[config.mk]
export PLATFORM = sky130hd
export DESIGN_NAME = charge_sequencer
export DESIGN_NICKNAME = d
export VERILOG_FILES = /design/src/verilog/charge_pkg.sv /design/src/verilog/charge_sequencer.sv
export VERILOG_INCLUDE_DIRS = /design/src /design/src/verilog
export SDC_FILE = /design/constraint.sdc
export NUM_CORES = 1
export LEC_CHECK = 0
export BUFFER_PORTS_ARGS = -buffer_cell sky130_fd_sc_hd__buf_2
export CAP_MARGIN = 20
export CORE_MARGIN = 2
export CORE_UTILIZATION = 53
export CTS_CLUSTER_SIZE = 20
export DETAILED_ROUTE_END_ITERATION = 7
export GPL_TIMING_DRIVEN = 0
export PLACE_DENSITY = 0.77
export SYNTH_ARGS = -nofsm -noshare
export SYNTH_HDL_FRONTEND = slang
export SYNTH_SLANG_ARGS = --single-unit
[constraint.sdc]
create_clock -name core_clk -period 5.2 [get_ports core_clk]
set_clock_uncertainty 0.05 [all_clocks]
set_input_delay 0.78 -clock core_clk [delete_from_list [all_inputs] [get_ports core_clk]]
set_output_delay 0.78 -clock core_clk [all_outputs]
set_load 0.1 [all_outputs]
[src/verilog/charge_cfg.svh]
`ifndef CHARGE_CFG_SVH
`define CHARGE_CFG_SVH

// apb register byte addresses
`define REG_CTRL_A 12'h000
`define REG_CTRL_B 12'h004
`define REG_CTRL_C 12'h008
`define REG_CTRL_D 12'h00c
`define REG_CTRL_E 12'h010
`define REG_STATUS 12'h014

// charge_control_a fields
`define CA_DEAD_EN 0
`define CA_TOTAL_EN 1
`define CA_TOPOFF_TIMER_EN 2
`define CA_HALT 3
`define CA_CHG_EN 4
`define CA_FAULT_CLR 5
`define CA_RESET 32'h0000_0013

// charge_control_b fields: total timer length in hours [2:0], weak level [15:8]
`define CB_RESET 32'h0000_8005
`define CC_RESET 32'h0000_002d
`define CD_RESET 32'h0000_0010
`define CE_RESET 32'h0000_00d2

// battery code scale: 20 mV per lsb
`define MV_PER_LSB 20
`define PREQUAL_MV 2500
`define RECHARGE_DROP_MV 150

// currents in ma, current code in 10 ma units
`define TRICKLE_MA 90
`define FAST_DEFAULT_MA 450
`define STEP_MA 10

// times
`define CLK_MHZ 125
`define DEAD_MIN 30
`define TOPOFF_MIN 30
`define DEBOUNCE_MS 60
`define SOFT_STEP_US 10
`define MS_CYCLES (`CLK_MHZ * 1000)
`define MIN_CYCLES_DEF (64'(`MS_CYCLES) * 64'hea60)
`define DEBOUNCE_CYCLES (`MS_CYCLES * `DEBOUNCE_MS)
`define SOFT_CYCLES (`CLK_MHZ * `SOFT_STEP_US)

`endif

[src/verilog/charge_pkg.sv]
`default_nettype none
package charge_pkg;
   typedef enum logic [2:0] {
      ST_IDLE, ST_PREQUAL, ST_FAST, ST_CV, ST_TOPOFF, ST_DONE, ST_FAULT
   } charge_state_t;

   typedef enum logic [2:0] {
      SRC_NONE, SRC_SDP, SRC_DCP, SRC_CDP, SRC_CARKIT, SRC_TRAVEL
   } source_kind_t;

   typedef struct packed {
      logic supplyValid;
      source_kind_t sourceKind;
      logic [7:0] battCode;
      logic [7:0] chargeCurrent;
   } sense_t;

   typedef struct packed {
      logic deadTimeout;
      logic totalTimeout;
   } fault_flags_t;
endpackage
`default_nettype wire

[src/verilog/charge_sequencer.sv]
// Chosen here: the placing of the registers and the APB slave port.
`timescale 1ns/1ps
`default_nettype none
`include "charge_cfg.svh"

module charge_sequencer #(
   parameter longint unsigned MIN_CYCLES = `MIN_CYCLES_DEF
) (
   // clock and reset
   input wire logic core_clk,
   input wire logic arst_n,
   // apb slave
   input wire logic psel,
   input wire logic penable,
   input wire logic pwrite,
   input wire logic [11:0] paddr,
   input wire logic [31:0] pwdata,
   output logic [31:0] prdata,
   output logic pready,
   output logic pslverr,
   // analog sense
   input wire charge_pkg::sense_t sense,
   // charger drive
   output logic chargeOn,
   output logic [7:0] currentCode,
   output logic cvMode,
   output logic [7:0] regulationCode
);
   logic rstSync1_reg;
   logic rstSync2_reg;
   wire logic rstN = rstSync2_reg;


   always_ff @(posedge core_clk or negedge arst_n) begin
      if (!arst_n) begin
         rstSync1_reg <= 1'b0;
         rstSync2_reg <= 1'b0;
      end else begin
         rstSync1_reg <= 1'b1;
         rstSync2_reg <= rstSync1_reg;
      end
   end

   function automatic logic [7:0] mvToCode(input int unsigned mv);
      mvToCode = 8'((mv + `MV_PER_LSB - 1) / `MV_PER_LSB);
   endfunction

   // status: state in [2:0], faults {dead, total} in [4:3], current code in [13:6]
   function automatic logic [31:0] statusWord(
         input charge_pkg::charge_state_t st,
         input charge_pkg::fault_flags_t fl,
         input logic [7:0] code);
      logic [31:0] word;
      word = 32'h0000_0000;
      word[2:0] = st;
      word[4:3] = fl;
      word[13:6] = code;
      statusWord = word;
   endfunction

   localparam logic [7:0] PREQUAL_CODE = mvToCode(`PREQUAL_MV);
   localparam logic [7:0] DROP_CODE = mvToCode(`RECHARGE_DROP_MV);
   localparam logic [7:0] TRICKLE_CODE = 8'(`TRICKLE_MA / `STEP_MA);


   // registers
   logic [31:0] ctrlA_reg;
   logic [31:0] ctrlB_reg;
   logic [31:0] ctrlC_reg;
   logic [31:0] ctrlD_reg;
   logic [31:0] ctrlE_reg;
   charge_pkg::fault_flags_t faults_reg;
   charge_pkg::charge_state_t state_reg;

   wire logic deadBattTimerEn = ctrlA_reg[`CA_DEAD_EN];
   wire logic totalTimerEn = ctrlA_reg[`CA_TOTAL_EN];
   wire logic topoffTimerEn = ctrlA_reg[`CA_TOPOFF_TIMER_EN];
   wire logic haltAfterFull = ctrlA_reg[`CA_HALT];
   wire logic chargerEnable = ctrlA_reg[`CA_CHG_EN];
   wire logic [2:0] totalTimerLen = ctrlB_reg[2:0];
   wire logic [7:0] weakBattLevel = ctrlB_reg[15:8];
   wire logic [7:0] fastCurrentSel = ctrlC_reg[7:0];
   wire logic [7:0] endCurrentSel = ctrlD_reg[7:0];
   wire logic [7:0] regulationVoltageSel = ctrlE_reg[7:0];


   // apb: zero wait states, unmapped addresses answer with an error
   wire logic apbAccess = psel && penable;
   wire logic apbWrite = apbAccess && pwrite;
   logic mapped;
   assign pready = 1'b1;
   assign pslverr = apbAccess && !mapped;


   always_comb begin
      mapped = 1'b1;
      prdata = 32'h0000_0000;
      unique case (paddr)
         `REG_CTRL_A: prdata = ctrlA_reg;
         `REG_CTRL_B: prdata = ctrlB_reg;
         `REG_CTRL_C: prdata = ctrlC_reg;
         `REG_CTRL_D: prdata = ctrlD_reg;
         `REG_CTRL_E: prdata = ctrlE_reg;
         `REG_STATUS: prdata = statusWord(state_reg, faults_reg, currentCode);
         default: mapped = 1'b0;
      endcase
   end

   // fault clear is self-clearing, so ctrl a bit 5 always reads zero
   always_ff @(posedge core_clk or negedge rstN) begin
      if (!rstN) begin
         ctrlA_reg <= `CA_RESET;
         ctrlB_reg <= `CB_RESET;
         ctrlC_reg <= `CC_RESET;
         ctrlD_reg <= `CD_RESET;
         ctrlE_reg <= `CE_RESET;
      end else if (apbWrite) begin
         // a write elsewhere must not leave the clear strobe standing
         ctrlA_reg[`CA_FAULT_CLR] <= 1'b0;
         unique case (paddr)
            `REG_CTRL_A: ctrlA_reg <= {26'h0, pwdata[5:0]};
            `REG_CTRL_B: ctrlB_reg <= {16'h0, pwdata[15:8], 5'h0, pwdata[2:0]};
            `REG_CTRL_C: ctrlC_reg <= {24'h0, pwdata[7:0]};
            `REG_CTRL_D: ctrlD_reg <= {24'h0, pwdata[7:0]};
            `REG_CTRL_E: ctrlE_reg <= {24'h0, pwdata[7:0]};
            default: ;
         endcase
      end else begin
         ctrlA_reg[`CA_FAULT_CLR] <= 1'b0;
      end
   end

   wire logic faultClear = ctrlA_reg[`CA_FAULT_CLR];


   // supply edge
   logic supplyPrev_reg;
   always_ff @(posedge core_clk or negedge rstN) begin
      if (!rstN) begin
         supplyPrev_reg <= 1'b0;
      end else begin
         supplyPrev_reg <= sense.supplyValid;
      end
   end
   wire logic supplyRise = sense.supplyValid && !supplyPrev_reg;


   // minute tick; a minute at full clock rate needs 33 bits of divider
   logic [32:0] minDiv_reg;
   wire logic minTick = (minDiv_reg == MIN_CYCLES - 1);
   always_ff @(posedge core_clk or negedge rstN) begin
      if (!rstN) begin
         minDiv_reg <= 33'h0;
      end else if (!sense.supplyValid || minTick) begin
         minDiv_reg <= 33'h0;
      end else begin
         minDiv_reg <= minDiv_reg + 33'h1;
      end
   end

   wire logic charging = (state_reg == charge_pkg::ST_PREQUAL) || (state_reg == charge_pkg::ST_FAST)
      || (state_reg == charge_pkg::ST_CV);
   wire logic [7:0] battCode = sense.battCode;


   // dead-battery timer, cleared on supply loss and restarted on each attach
   logic [5:0] deadMin_reg;
   logic deadRun_reg;
   wire logic deadExpire = deadRun_reg && deadBattTimerEn && minTick
      && (deadMin_reg == 6'(`DEAD_MIN - 1)) && (battCode <= weakBattLevel);
   always_ff @(posedge core_clk or negedge rstN) begin
      if (!rstN) begin
         deadMin_reg <= 6'h0;
         deadRun_reg <= 1'b0;
      end else if (!sense.supplyValid) begin
         deadMin_reg <= 6'h0;
         deadRun_reg <= 1'b0;
      end else if (supplyRise) begin
         deadMin_reg <= 6'h0;
         deadRun_reg <= deadBattTimerEn;
      end else if (battCode > weakBattLevel || !deadBattTimerEn) begin
         deadRun_reg <= 1'b0;
      end else if (deadRun_reg && minTick) begin
         deadMin_reg <= deadMin_reg + 6'h1;
      end
   end

   // total-charge timer counts prequal, fast and cv only, never top-off
   logic [9:0] totalMin_reg;
   wire logic [9:0] totalLimit = 10'(totalTimerLen) * 10'd60;
   wire logic totalExpire = totalTimerEn && (totalMin_reg >= totalLimit) && charging;
   always_ff @(posedge core_clk or negedge rstN) begin
      if (!rstN) begin
         totalMin_reg <= 10'h0;
      end else if (!sense.supplyValid || supplyRise || state_reg == charge_pkg::ST_IDLE) begin
         totalMin_reg <= 10'h0;
      end else if (charging && minTick && totalMin_reg != 10'h3ff) begin
         totalMin_reg <= totalMin_reg + 10'h1;
      end
   end

   // top-off timer
   logic [5:0] topMin_reg;
   always_ff @(posedge core_clk or negedge rstN) begin
      if (!rstN) begin
         topMin_reg <= 6'h0;
      end else if (state_reg != charge_pkg::ST_TOPOFF) begin
         topMin_reg <= 6'h0;
      end else if (minTick) begin
         topMin_reg <= topMin_reg + 6'h1;
      end
   end
   wire logic topoffDone = minTick && (topMin_reg == 6'(`TOPOFF_MIN - 1));

   // debounce length is fixed in cycles, far beyond what a short run can reach

   // recharge debounce
   logic [23:0] debounce_reg;
   wire logic dropped = (32'(battCode) + 32'(DROP_CODE)) <= 32'(regulationVoltageSel);
   wire logic rechargeGo = (debounce_reg == 24'(`DEBOUNCE_CYCLES - 1));
   always_ff @(posedge core_clk or negedge rstN) begin
      if (!rstN) begin
         debounce_reg <= 24'h0;
      end else if (state_reg != charge_pkg::ST_DONE || !dropped || rechargeGo) begin
         debounce_reg <= 24'h0;
      end else begin
         debounce_reg <= debounce_reg + 24'h1;
      end
   end

   // sticky faults; a new expiry wins over a clear
   always_ff @(posedge core_clk or negedge rstN) begin
      if (!rstN) begin
         faults_reg <= '0;
      end else begin
         faults_reg.deadTimeout <= deadExpire
            || (faults_reg.deadTimeout && !faultClear && !supplyRise);
         faults_reg.totalTimeout <= totalExpire
            || (faults_reg.totalTimeout && !faultClear);
      end
   end

   wire logic atRegulation = battCode >= regulationVoltageSel;
   wire logic belowEnd = sense.chargeCurrent < endCurrentSel;


   // main sequencer; runs without host action
   charge_pkg::charge_state_t stateNext;
   always_comb begin
      stateNext = state_reg;
      unique case (state_reg)
         charge_pkg::ST_IDLE:
            if (chargerEnable && !faults_reg.totalTimeout) begin
               stateNext = charge_pkg::ST_PREQUAL;
            end
         charge_pkg::ST_PREQUAL:
            if (battCode >= PREQUAL_CODE) begin
               stateNext = charge_pkg::ST_FAST;
            end
         charge_pkg::ST_FAST:
            if (atRegulation) begin
               stateNext = charge_pkg::ST_CV;
            end
         charge_pkg::ST_CV:
            if (belowEnd && haltAfterFull) begin
               stateNext = topoffTimerEn ? charge_pkg::ST_TOPOFF : charge_pkg::ST_DONE;
            end
         charge_pkg::ST_TOPOFF:
            if (topoffDone) begin
               stateNext = charge_pkg::ST_DONE;
            end
         charge_pkg::ST_DONE:
            if (rechargeGo) begin
               stateNext = charge_pkg::ST_FAST;
            end
         charge_pkg::ST_FAULT:
            if (!chargerEnable) begin
               stateNext = charge_pkg::ST_IDLE;
            end
         default: stateNext = charge_pkg::ST_IDLE;
      endcase
      if (deadExpire || totalExpire) begin
         stateNext = charge_pkg::ST_FAULT;
      end
      if (!sense.supplyValid) begin
         stateNext = charge_pkg::ST_IDLE;
      end else if (state_reg != charge_pkg::ST_FAULT && !chargerEnable) begin
         stateNext = charge_pkg::ST_IDLE;
      end
   end

   always_ff @(posedge core_clk or negedge rstN) begin
      if (!rstN) begin
         state_reg <= charge_pkg::ST_IDLE;
      end else begin
         state_reg <= stateNext;
      end
   end

   // current target by source kind
   logic [7:0] fastTarget;
   always_comb begin
      unique case (sense.sourceKind)
         charge_pkg::SRC_DCP, charge_pkg::SRC_CDP, charge_pkg::SRC_CARKIT,
         charge_pkg::SRC_TRAVEL: fastTarget = fastCurrentSel;
         default: fastTarget = TRICKLE_CODE;
      endcase
   end

   // soft start: one step per interval, ramps up from trickle (from zero on a recharge out of done), drops at once
   logic [11:0] softDiv_reg;
   wire logic softTick = (softDiv_reg == 12'(`SOFT_CYCLES - 1));
   always_ff @(posedge core_clk or negedge rstN) begin
      if (!rstN) begin
         softDiv_reg <= 12'h0;
      end else if (softTick) begin
         softDiv_reg <= 12'h0;
      end else begin
         softDiv_reg <= softDiv_reg + 12'h1;
      end
   end

   always_ff @(posedge core_clk or negedge rstN) begin
      if (!rstN) begin
         currentCode <= 8'h0;
      end else if (state_reg == charge_pkg::ST_PREQUAL) begin
         currentCode <= TRICKLE_CODE;
      end else if (state_reg == charge_pkg::ST_FAST || state_reg == charge_pkg::ST_CV
         || state_reg == charge_pkg::ST_TOPOFF) begin
         if (currentCode > fastTarget) begin
            currentCode <= fastTarget;
         end else if (softTick && currentCode < fastTarget) begin
            currentCode <= currentCode + 8'h1;
         end
      end else begin
         currentCode <= 8'h0;
      end
   end

   always_ff @(posedge core_clk or negedge rstN) begin
      if (!rstN) begin
         chargeOn <= 1'b0;
         cvMode <= 1'b0;
         regulationCode <= 8'h0;
      end else begin
         chargeOn <= charging || state_reg == charge_pkg::ST_TOPOFF;
         cvMode <= state_reg == charge_pkg::ST_CV || state_reg == charge_pkg::ST_TOPOFF;
         regulationCode <= regulationVoltageSel;
      end
   end
endmodule

`default_nettype wire

==> out/results.txt <==
Sequential cell area: 4000 sq um
Vias in the first global route: 7,249
Post-route ant nets: 0
Register-to-Register Setup Slack: 1.65 ns
CTS Buf Count: 17
Min-Delay Path Class: in -> async
Syn avg cell area: 9.54 sq um
Die Area: 18,500 sq um
Kind of critical path: in -> out
Most frequent cells in the layout: dfrtp_1 (143), nor2_1 (115), buf_2 (87)
CTS Sinks: 159
Root buffer cell: clkbuf_16
Primary FF master, synth: dfrtp_1
Total Power: 2750 uW
Sequential power share: 45.4%
Final cell count without fillers: 1,331
Outcome: completed
Fill cells: 1,431
Final hold viol count: 0
Initial antenna violation count: 0
#FFs+latches synth: 159
Synth Instances: 969
CP Launch Type: primary input
Int Pwr: 2110 uW
RSZ-0062 raised after global routing: no
Util after Layout: 62.3%
Vias: 7,412
Final WL: 21.4 mm
Seq/Total Area, Yosys: 43.2%
Dpl cells: 1,299
TNS Setup: 0 ns
Max VDD drop: 0.229 mV
Ys Warns: 0
Worst-path clk slew: 0.06 ns
I/O pin cnt: 121
Detail Placement HPWL: 16.0 mm
CTS resizes: 0
Tmin final: 4.07 ns
Vias per inst: 5.57
Iter 0 DRT Violations: 417
Number of distinct library cells after synthesis: 71
Crit-path max FO: 7
Setup crit end kind: output pin
H-tree depth: 4
CTS tree: done
Worst relative slew slack: 37.2%
Rows: 48
Min Hold Slack: 0.0824 ns
First-pass GRT wire length: 34.6 mm
Multi-input gate area: 4870 sq um
Max cap viols: 0
Nets: 1,226
Max Fclk: 245 MHz
Aggregate global routing overflow: 0
Initial core utilization: 53.8%
Post-synth EDFFs: 0
DR pass1 iterations: 5
Psw: 641 uW
Clk network pwr share: 47.6%
Die H: 136 microns
Proportion of layout cells with a drive suffix above 1: 17.2%
Max FFs per register: 33
Leakage: 0.00501 uW
Layout area overhead: 15.7%
Final Setup Violations: 0
Largest net degree at the start of global routing: 71
Fin. max-slew vios: 0
Most common cell after layout, fill and taps aside: dfrtp_1
Worst EP required: 4.37 ns
PD cells: 257 nW/um^2
Netlist Area Pre-Place: 9250 sq um
Post-CTS repair timing setup buffer count: 0
Routed WL per cell: 16.1 microns
Hold_buf cts: 0
Total GRT Usage: 23.8%
Die width: 136 microns
Final worst path period share: 78.4%
Clk buf depth: 2
IO Port Bufs: 86
Sw Share: 23.3%
Combinational group share of total power: 7.0%
Final antenna diode count: 0
Latest clock arrival within the worst-skew pair: 0.42 ns
Post-synthesis async set-or-reset flop share: 100%
Worst-Margin Slew: 0.934 ns
Worst path arrival time: 3.24 ns
Residual DRC: 0
Core area: 17,200 sq um
Routability cong.: 0.915
## power by group through the flow
stage / Sequential (uW) / Combinational, uW / Clock (uW)
floorplan: 1280 / 121 / 0
global placement: 1290 / 165 / 0
detailed placement: 1270 / 192 / 0
CTS: 1250 / 192 / 1340
global route: 1250 / 209 / 1400
finish: 1250 / 192 / 1310
## through the flow
| step | setup WS [ns] | area, sq um |
|---|---|---|
| after floorplan | 0.240 | 9310 |
| after global placement | -1.44 | 10000 |
| after detailed placement | 1.10 | 10100 |
| after CTS | 1.10 | 10700 |
| after global routing | 0.887 | 10700 |
| final | 1.13 | 10700 |
## final timing paths
check / end / start / depth (start not counted)
max: prdata[12] / paddr[7] / 8
max in group asynchronous: ctrlB_reg[15] / rstN / 1
min reg2reg: debounce_reg[10] / rstN / 0
min: rstN / arst_n / 1
min in group core_clk: rstN / rstSync1_reg / 0
max reg2reg: state_reg[2] / ctrlB_reg[2] / 11
## layer usage
layer	wire length [microns]	vias up	global-route usage, %
met1	9170	3556	29.9
met3	1230	39	4.59
met5	0	-	0
li1	-	3586	-
met2	10500	231	41.1
met4	495	0	8.04
## synth_stat cells, drive strengths merged, types with 3 or more instances
cell type | number | area share (%)
nand3b | 6 | 0.49
nand4 | 31 | 2.1
inv | 57 | 2.3
clkbuf | 25 | 1.0
nor2b | 8 | 0.54
nand2b | 5 | 0.34
mux2 | 26 | 3.2
ha | 61 | 8.3
nor3b | 3 | 0.24
and2 | 13 | 0.88
o21ai | 50 | 2.8
dfrtp | 144 | 39
fa | 3 | 0.65
nand2 | 83 | 3.4
a22oi | 4 | 0.32
nor3 | 9 | 0.54
a21oi | 29 | 1.6
xnor2 | 32 | 3.0
xor2 | 52 | 4.9
a22o | 19 | 1.8
dfstp | 15 | 4.3
o21a | 4 | 0.41
a211oi | 4 | 0.32
buf | 18 | 1.4
nor2 | 116 | 4.8
a21o | 11 | 0.91
o211ai | 3 | 0.24
nor4 | 7 | 0.70
mux2i | 4 | 0.43
nand3 | 51 | 2.8
and3 | 26 | 1.8
or3 | 11 | 0.74
## cell families (layout without fill, tap and decap cells)
| logic type | Yosys count | count (layout) | synth area share, % |
|---|---|---|---|
| muxes | 30 | 30 | 3.60 |
| other | 2 | 18 | 0.0812 |
| buffers and inverters | 100 | 221 | 4.76 |
| AOI/OAI and AO/OA | 150 | 150 | 10.9 |
| and+or+nand+nor | 380 | 380 | 20.5 |
| xor gates and xnor gates | 84 | 84 | 7.96 |
| DFF | 159 | 159 | 43.2 |
| adders and majority gates | 64 | 64 | 8.90 |
## worst max-delay path, cell delays in order
cell,delay [ns]
buf_2,0.10
nor4_1,0.26
nand3_1,0.25
nor3_1,0.78
and2_0,0.24
clkbuf_1,0.23
a22o_1,0.18
buf_2,0.42
## final cells by class
| class | count | area share, % |
|---|---|---|
| Buffer | 43 | 2.12 |
| Inverter | 57 | 2.00 |
| Multi-Input combinational cell | 726 | 45.5 |
| Timing Repair Buffer | 89 | 4.61 |
| Clock inverter | 9 | 1.48 |
| Sequential cell | 159 | 37.4 |
| Clock buffer | 23 | 4.28 |
| Tap cell | 225 | 2.63 |
(Power assumes the default switching activity.)
